<file path="src/include/wdtps_pkg.sv">
// Package for the prescaled watchdog: register map, field layout, timing constants.
`default_nettype none
package wdtps_pkg;
  localparam logic [11:0] WDTPS_CTRL_ADDR    = 12'h08F;   // Register index.
  localparam logic [11:0] WDTPS_STAT_ADDR    = 12'h090;   // Register index.
  localparam int          WDTPS_ADDR_SHIFT   = 2;
  localparam int          WDTPS_TIMER_W      = 14;
  localparam int          WDTPS_PRE_W        = 8;
  localparam int          WDTPS_MC_W         = 4;
  localparam logic [3:0]  WDTPS_MC_LAST      = 4'hB;       // Twelve clocks per cycle.
  localparam int          WDTPS_BIT_EN       = 7;
  localparam int          WDTPS_BIT_RESTART  = 6;
  localparam int          WDTPS_BIT_IDLE     = 5;
  localparam int          WDTPS_PS_HI        = 2;
  localparam logic [7:0]  WDTPS_CTRL_RESET   = 8'h00;
  localparam logic [7:0]  WDTPS_CTRL_WMASK   = 8'hE7;
  localparam logic [WDTPS_TIMER_W-1:0] WDTPS_TIMER_MAX = 14'h3FFF;
  localparam logic [WDTPS_PRE_W-1:0]   WDTPS_PRE_ZERO  = 8'h00;

  typedef struct packed {
    logic       enable;
    logic       restart;
    logic       runIdle;
    logic [2:0] prescaleSel;
  } wdtps_ctrl_type;

  typedef struct packed {
    logic       timeoutSeen;
    logic       running;
    logic [WDTPS_TIMER_W-1:0] timerValue;
  } wdtps_stat_type;
endpackage : wdtps_pkg
`default_nettype wire

</file>
<file path="src/rtl/wdtps_divider.sv">
// Divider chain for the prescaled watchdog: twelve-clock cycle, prescaler, 14-bit timer.
`default_nettype none
module wdtps_divider
  import wdtps_pkg::*;
(
  input  wire logic                     clk,         // System clock.
  input  wire logic                     rst,         // Asynchronous reset, active high.
  input  wire logic                     countEn,     // Chain advances while high.
  input  wire logic                     clear,       // Synchronous clear of all stages.
  input  wire logic [2:0]               prescaleSel, // Prescaler select field.
  output logic                          expire,      // One-cycle pulse on time-out.
  output logic [wdtps_pkg::WDTPS_TIMER_W-1:0] timer  // Current timer value.
);
  import wdtps_pkg::*;

  logic [WDTPS_MC_W-1:0]  cycleCnt;
  logic [WDTPS_PRE_W-1:0] preCnt;
  logic                   cycleTick;
  logic                   preTick;

  // Decode maps select codes to the divide ratio minus one; note that codes 1 and 2 are swapped.
  function automatic logic [WDTPS_PRE_W-1:0] preLast(input logic [2:0] sel);
    case (sel)
      3'h0:    preLast = 8'h01;
      3'h2:    preLast = 8'h03;
      3'h1:    preLast = 8'h07;
      3'h3:    preLast = 8'h0F;
      3'h4:    preLast = 8'h1F;
      3'h5:    preLast = 8'h3F;
      3'h6:    preLast = 8'h7F;
      default: preLast = 8'hFF;
    endcase
  endfunction : preLast

  assign cycleTick = countEn && (cycleCnt == WDTPS_MC_LAST);
  assign preTick   = cycleTick && (preCnt >= preLast(prescaleSel));

  always_ff @(posedge clk or posedge rst) begin
    if (rst) begin
      cycleCnt <= '0;
    end else if (clear || cycleTick) begin
      cycleCnt <= '0;
    end else if (countEn) begin
      cycleCnt <= cycleCnt + 4'h1;
    end
  end

  always_ff @(posedge clk or posedge rst) begin
    if (rst) begin
      preCnt <= WDTPS_PRE_ZERO;
    end else if (clear || preTick) begin
      preCnt <= WDTPS_PRE_ZERO;
    end else if (cycleTick) begin
      preCnt <= preCnt + 8'h01;
    end
  end

  // The timer wraps after expiring, so the chain stays free-running.
  always_ff @(posedge clk or posedge rst) begin
    if (rst) begin
      timer  <= '0;
      expire <= 1'b0;
    end else begin
      expire <= preTick && (timer == WDTPS_TIMER_MAX) && !clear;
      if (clear) begin
        timer <= '0;
      end else if (preTick) begin
        timer <= timer + 14'h0001;
      end
    end
  end
endmodule : wdtps_divider
`default_nettype wire

</file>
<file path="src/rtl/wdtps_watchdog.sv">
// Top of the prescaled watchdog: APB register slave, idle gating and reset request.
`default_nettype none
module wdtps_watchdog
  import wdtps_pkg::*;
(
  input  wire logic        clk,           // System clock, 10 MHz.
  input  wire logic        rst,           // Asynchronous reset, active high.
  input  wire logic        idleMode,      // Processor idle, same clock domain.
  input  wire logic        psel,          // APB select.
  input  wire logic        penable,       // APB enable.
  input  wire logic        pwrite,        // APB direction.
  input  wire logic [31:0] paddr,         // APB byte address.
  input  wire logic [31:0] pwdata,        // APB write data.
  output logic      [31:0] prdata,        // APB read data.
  output logic             pready,        // APB ready.
  output logic             pslverr,       // APB error on unmapped address.
  output logic             resetRequest   // One-cycle system reset request.
);
  import wdtps_pkg::*;

  wdtps_ctrl_type ctrl;
  logic           timeoutSeen;
  logic           countEn;
  logic           expire;
  logic [WDTPS_TIMER_W-1:0] timer;
  logic           setupPhase;
  logic           isWrite;
  logic           isRead;
  logic           hitCtrl;
  logic           hitStat;
  logic [7:0]     ctrlByte;
  wdtps_stat_type stat;

  // Full-address decode, so aliases above the register window are refused, not folded in.
  function automatic logic regHit(input logic [31:0] addr, input logic [11:0] index);
    regHit = (addr[31:WDTPS_ADDR_SHIFT] == {18'h00000, index}) && (addr[1:0] == 2'h0);
  endfunction : regHit

  assign hitCtrl    = regHit(paddr, WDTPS_CTRL_ADDR);
  assign hitStat    = regHit(paddr, WDTPS_STAT_ADDR);
  // The slave answers in the setup cycle's following access cycle, so pready pulses there.
  assign setupPhase = psel && !penable;
  assign isWrite    = psel && penable && pready && pwrite;
  assign isRead     = setupPhase && !pwrite;
  assign ctrlByte   = {ctrl.enable, ctrl.restart, ctrl.runIdle, 2'h0, ctrl.prescaleSel};
  assign stat       = '{timeoutSeen: timeoutSeen, running: countEn, timerValue: timer};

  // Idle stops only the processor clock; the chain sees the same clock and idle just gates it.
  assign countEn = ctrl.enable && (ctrl.runIdle || !idleMode);

  always_ff @(posedge clk or posedge rst) begin
    if (rst) begin
      ctrl <= '{enable:      WDTPS_CTRL_RESET[WDTPS_BIT_EN],
                restart:     WDTPS_CTRL_RESET[WDTPS_BIT_RESTART],
                runIdle:     WDTPS_CTRL_RESET[WDTPS_BIT_IDLE],
                prescaleSel: WDTPS_CTRL_RESET[WDTPS_PS_HI:0]};
    end else if (isWrite && hitCtrl) begin
      ctrl.enable      <= pwdata[WDTPS_BIT_EN];
      ctrl.restart     <= pwdata[WDTPS_BIT_RESTART];
      ctrl.runIdle     <= pwdata[WDTPS_BIT_IDLE];
      ctrl.prescaleSel <= pwdata[WDTPS_PS_HI:0];
    end else if (ctrl.restart) begin
      ctrl.restart <= 1'b0;
    end
  end

  wdtps_divider u_divider (
    .clk         (clk),
    .rst         (rst),
    .countEn     (countEn),
    .clear       (ctrl.restart),
    .prescaleSel (ctrl.prescaleSel),
    .expire      (expire),
    .timer       (timer)
  );

  // Sticky flag so software can tell a watchdog reset from others; a status read clears it, set wins.
  always_ff @(posedge clk or posedge rst) begin
    if (rst) begin
      timeoutSeen <= 1'b0;
    end else if (expire && ctrl.enable) begin
      timeoutSeen <= 1'b1;
    end else if (psel && penable && pready && !pwrite && hitStat) begin
      timeoutSeen <= 1'b0;
    end
  end

  always_ff @(posedge clk or posedge rst) begin
    if (rst) begin
      resetRequest <= 1'b0;
    end else begin
      resetRequest <= expire && ctrl.enable;
    end
  end

  always_ff @(posedge clk or posedge rst) begin
    if (rst) begin
      pready  <= 1'b0;
      pslverr <= 1'b0;
    end else begin
      pready  <= setupPhase;
      pslverr <= setupPhase && !(hitCtrl || hitStat);
    end
  end

  always_ff @(posedge clk or posedge rst) begin
    if (rst) begin
      prdata <= 32'h00000000;
    end else if (isRead && hitCtrl) begin
      prdata <= {24'h000000, ctrlByte & WDTPS_CTRL_WMASK};
    end else if (isRead && hitStat) begin
      prdata <= {16'h0000, stat};
    end else if (setupPhase) begin
      prdata <= 32'h00000000;
    end
  end
endmodule : wdtps_watchdog
`default_nettype wire

</file>
<file path="config.mk">
export PLATFORM = sky130hd
export DESIGN_NAME = wdtps_watchdog
export DESIGN_NICKNAME = d
export VERILOG_FILES = /design/src/include/wdtps_pkg.sv /design/src/rtl/wdtps_divider.sv /design/src/rtl/wdtps_watchdog.sv
export SDC_FILE = /design/constraint.sdc
export NUM_CORES = 1
export LEC_CHECK = 0
export ABC_CLOCK_PERIOD_IN_PS = 2100
export BUFFER_PORTS_ARGS = -buffer_cell sky130_fd_sc_hd__buf_2
export CAP_MARGIN = 20
export CELL_PAD_IN_SITES_DETAIL_PLACEMENT = 1
export CELL_PAD_IN_SITES_GLOBAL_PLACEMENT = 1
export CORE_UTILIZATION = 34
export CTS_CLUSTER_SIZE = 14
export DETAILED_ROUTE_END_ITERATION = 10
export HOLD_SLACK_MARGIN = 0.05
export PLACE_DENSITY = 0.87
export SLEW_MARGIN = 20
export SYNTH_ARGS = -nofsm -noshare
export SYNTH_HDL_FRONTEND = slang
export SYNTH_HIERARCHICAL = 1
export SYNTH_SLANG_ARGS = --single-unit
</file>
<file path="constraint.sdc">
create_clock -name clk -period 2.1 [get_ports clk]
set_input_delay 0.42 -clock clk [delete_from_list [all_inputs] [get_ports clk]]
set_output_delay 0.42 -clock clk [all_outputs]
set_load 0.05 [all_outputs]
</file>
==> results.sh <==
export IMPL_synth_edf_count=0
export IMPL_endpoint_kind="flop"
export IMPL_cts_tree="done"
export IMPL_clkTransAtPathRegs_ns=0.11
export IMPL_syn_inst=284
export IMPL_rsz0062_at_grt="yes"
export IMPL_routed_wirelength_um=8930
export IMPL_initial_core_util_pct=35.8
export IMPL_overflow=0
export IMPL_die_y_um=96.0
export IMPL_insertedDiodeCount=0
export IMPL_cts_root_buf="clkbuf_8"
export IMPL_fin_crit_sh_pct=109
export IMPL_wl_per_cell_um=18.8
export IMPL_crit_type="flop to flop"
export IMPL_fillers=960
export IMPL_hold_class="primary input to async pin"
export IMPL_cp_arrival_ns=2.53
export IMPL_peakVddDrop_v=0.000246
export IMPL_drc_errors=0
export IMPL_maxCapViolCount=0
export IMPL_io_pins=105
export IMPL_postRouteAntennaNets=0
export IMPL_grt_start_max_net_pins=28
export IMPL_yosysUniqueCellTypes=57
export IMPL_die_x_um=96.0
export IMPL_p_leak_nw=1.86
export IMPL_dieArea_um2=9210
export IMPL_syn_area_per_cell_um2=10.6
export IMPL_syn_to_final_growth_pct=26.4
export IMPL_synth_top_area_cell="dfrtp_1"
export IMPL_fmax_mhz=438
export IMPL_ctsLongestPathBuffers=2
export IMPL_yosysSeqAreaShare_pct=44.2
export IMPL_period_minus_slack_ns=2.28
export IMPL_vias_per_cell=5.48
export IMPL_worst_pin_slew_ns=0.748
export IMPL_async_flop_share_pct=100
export IMPL_port_buffers=62
export IMPL_relSlewSlack_pct=50.1
export IMPL_place_congestion=0.792
export IMPL_clock_sinks=53
export IMPL_grt_pass1_wl_um=13500
export IMPL_fin_nets=450
export IMPL_synth_area_leaders="dfrtp_1, buf_4, ha_1, a22o_2, mux2_2"
export IMPL_row_count=33
export IMPL_worst_slack_ns=-0.183
export IMPL_drive_gt1_share_pct=43.9
export IMPL_critPathLaunchType="flop"
export IMPL_cts_inserted_buffers=5
export IMPL_cp_required_ns=2.34
export IMPL_finalHoldViolCount=0
export IMPL_dr_pass1_iters=4
export IMPL_yosysWarnings=6
export IMPL_fin_skew_ns=0.0114
export IMPL_synth_top_area_share_pct=44.2
export IMPL_route_vias_total=2608
export IMPL_setup_violations_final=23
export IMPL_syn_cell_area_um2=3000
export IMPL_clkLatencyLatePin_ns=0.33
export IMPL_cts_htree_levels=2
export IMPL_ys_ff_latch=53
export IMPL_hpwl_um=6060
export IMPL_violations="negative setup slack"
export IMPL_grt_antenna_before_repair=0
export IMPL_grt_usage_pct=19.6
export IMPL_preCtsSetupSlack_ns=-0.206
export IMPL_ys_flop_type="dfrtp_1"
export IMPL_critPathMaxFanout=6
export IMPL_first_global_vias=2795
export IMPL_postCtsHoldBufs=0
export IMPL_outcome="finished with violations"
export IMPL_core_um2=8380
export IMPL_fin_setup_tns_ns=-2.27
export IMPL_p_per_area_nw_per_um2=481
export IMPL_first_iter_violations=114
export IMPL_slew_violations=0
## cells in the mapped netlist (2+ instances only)
library cell / instances
dfrtp_1: 53
a21oi_1: 17
buf_4: 17
nand2_1: 14
nor2_1: 13
nor3_1: 12
inv_1: 11
a22o_2: 10
ha_1: 10
nand3_1: 10
and2_1: 9
mux2_2: 8
nor4_1: 7
xor2_1: 7
a221o_2: 6
o21ai_0: 6
o31ai_1: 6
or4_1: 6
nand4_1: 5
and3_1: 4
clkbuf_1: 4
buf_2: 3
and4_1: 2
buf_6: 2
clkbuf_8: 2
nand2b_1: 2
nand3b_1: 2
nor2b_1: 2
nor4_2: 2
o211ai_1: 2
o41ai_1: 2
or3_1: 2
xnor2_1: 2
## state kept, by name, indices dropped and copies added, names as in the netlist
signal,flops
ctrl,6
prdata,16
pready,1
pslverr,1
resetRequest,1
timeoutSeen,1
u_divider/cycleCnt,4
u_divider/expire,1
u_divider/preCnt,8
u_divider/timer,14
## layout by cell type, fill, tap and decap left out, drive strengths merged, types with 5 or more instances in the layout
cell / count
and3: 5
inv: 13
ha: 10
nand2: 14
nor4: 10
conb: 16
clkbuf: 5
nand3: 11
nand4: 6
a221o: 6
and2: 9
buf: 92
a22o: 10
o31ai: 6
mux2: 8
nor3: 13
dfrtp: 53
xor2: 7
o21ai: 7
a21oi: 17
or4: 7
nor2: 13
## final cells by class
type,count,area [um^2],area share [%]
flip-flops and latches,53,1330,35.0
well taps,105,131,3.46
clock inverters,3,28.8,0.758
inverters,11,41.3,1.09
clock buffers,5,68.8,1.81
multi-input cells,207,1630,43.0
repair buffers,92,564,14.9
## worst max-delay path, cell delays in order, from the launching register on
cell and delay [ns]:
dfrtp_2 0.49, o21ai_4 0.23, ha_4 0.25, a211oi_4 0.28, nor2_4 0.07, a211oi_4 0.32
buf_6 0.20, buf_6 0.12, o31ai_2 0.06, a21oi_1 0.18
## cell families after synthesis
family / Yosys count / synth area share, %
other: 1 / 0.125
adders and majority gates: 10 / 4.17
AOI/OAI and AO/OA: 56 / 14.2
and+or+nand+nor: 107 / 23.1
muxes: 9 / 3.33
xor gates and xnor gates: 9 / 2.63
buffers and inverters: 39 / 8.29
DFF: 53 / 44.2
## what timing repair did
item,4_1_cts,5_1_grt
setup endpoints to repair,23,23
resized for setup,20,23
buffers inserted,1,0
pin swaps,7,12
cloned,3,0
## power by group
| group | switching, W | leakage [nW] | total [W] | internal, W |
|---|---|---|---|---|
| sequential | 0.000000592 | 0.728 | 0.00102 | 0.00102 |
| combinational | 0.000120 | 1.08 | 0.000160 | 0.0000400 |
| clock | 0.000393 | 0.0506 | 0.000643 | 0.000250 |
## routing by layer
| metal | global-route usage [%] | share of wire [%] | vias up |
|---|---|---|---|
| li1 | - | - | 1199 |
| met1 | 21.7 | 39 | 1293 |
| met2 | 35.5 | 53 | 88 |
| met3 | 3.71 | 4.6 | 28 |
| met4 | 10.2 | 3.2 | 0 |
| met5 | 0 | 0 | - |
## final timing paths
kind / slack [ns] / endpoint / cells past startpoint / start
worst max-delay path: -0.18 / u_divider/timer[6] / 9 / ctrl[0]
worst min register to register: 0.49 / timeoutSeen / 1 / timeoutSeen
worst max register to register: -0.18 / u_divider/timer[6] / 9 / ctrl[0]
worst min-delay path: 0.15 / prdata[1] / 3 / rst
min in group clk: 0.29 / ctrl[4] / 2 / pwdata[6]
max in group asynchronous: 1.62 / u_divider/preCnt[2] / 3 / rst
## metrics by stage
stage	total power (W)	instances	cell area, um^2	util [%]	hold slack, ns
final	0.00183	476	3790	45.3	0.153
after floorplan	0.00116	299	3060	-	0.450
after CTS	0.00183	476	3700	44.1	0.162
after global routing	0.00190	476	3790	45.3	0.179
after global placement	0.00120	464	3500	41.8	0.463
after detailed placement	0.00120	464	3500	41.8	0.467
Note: power is estimated with default switching activity, not from simulation.
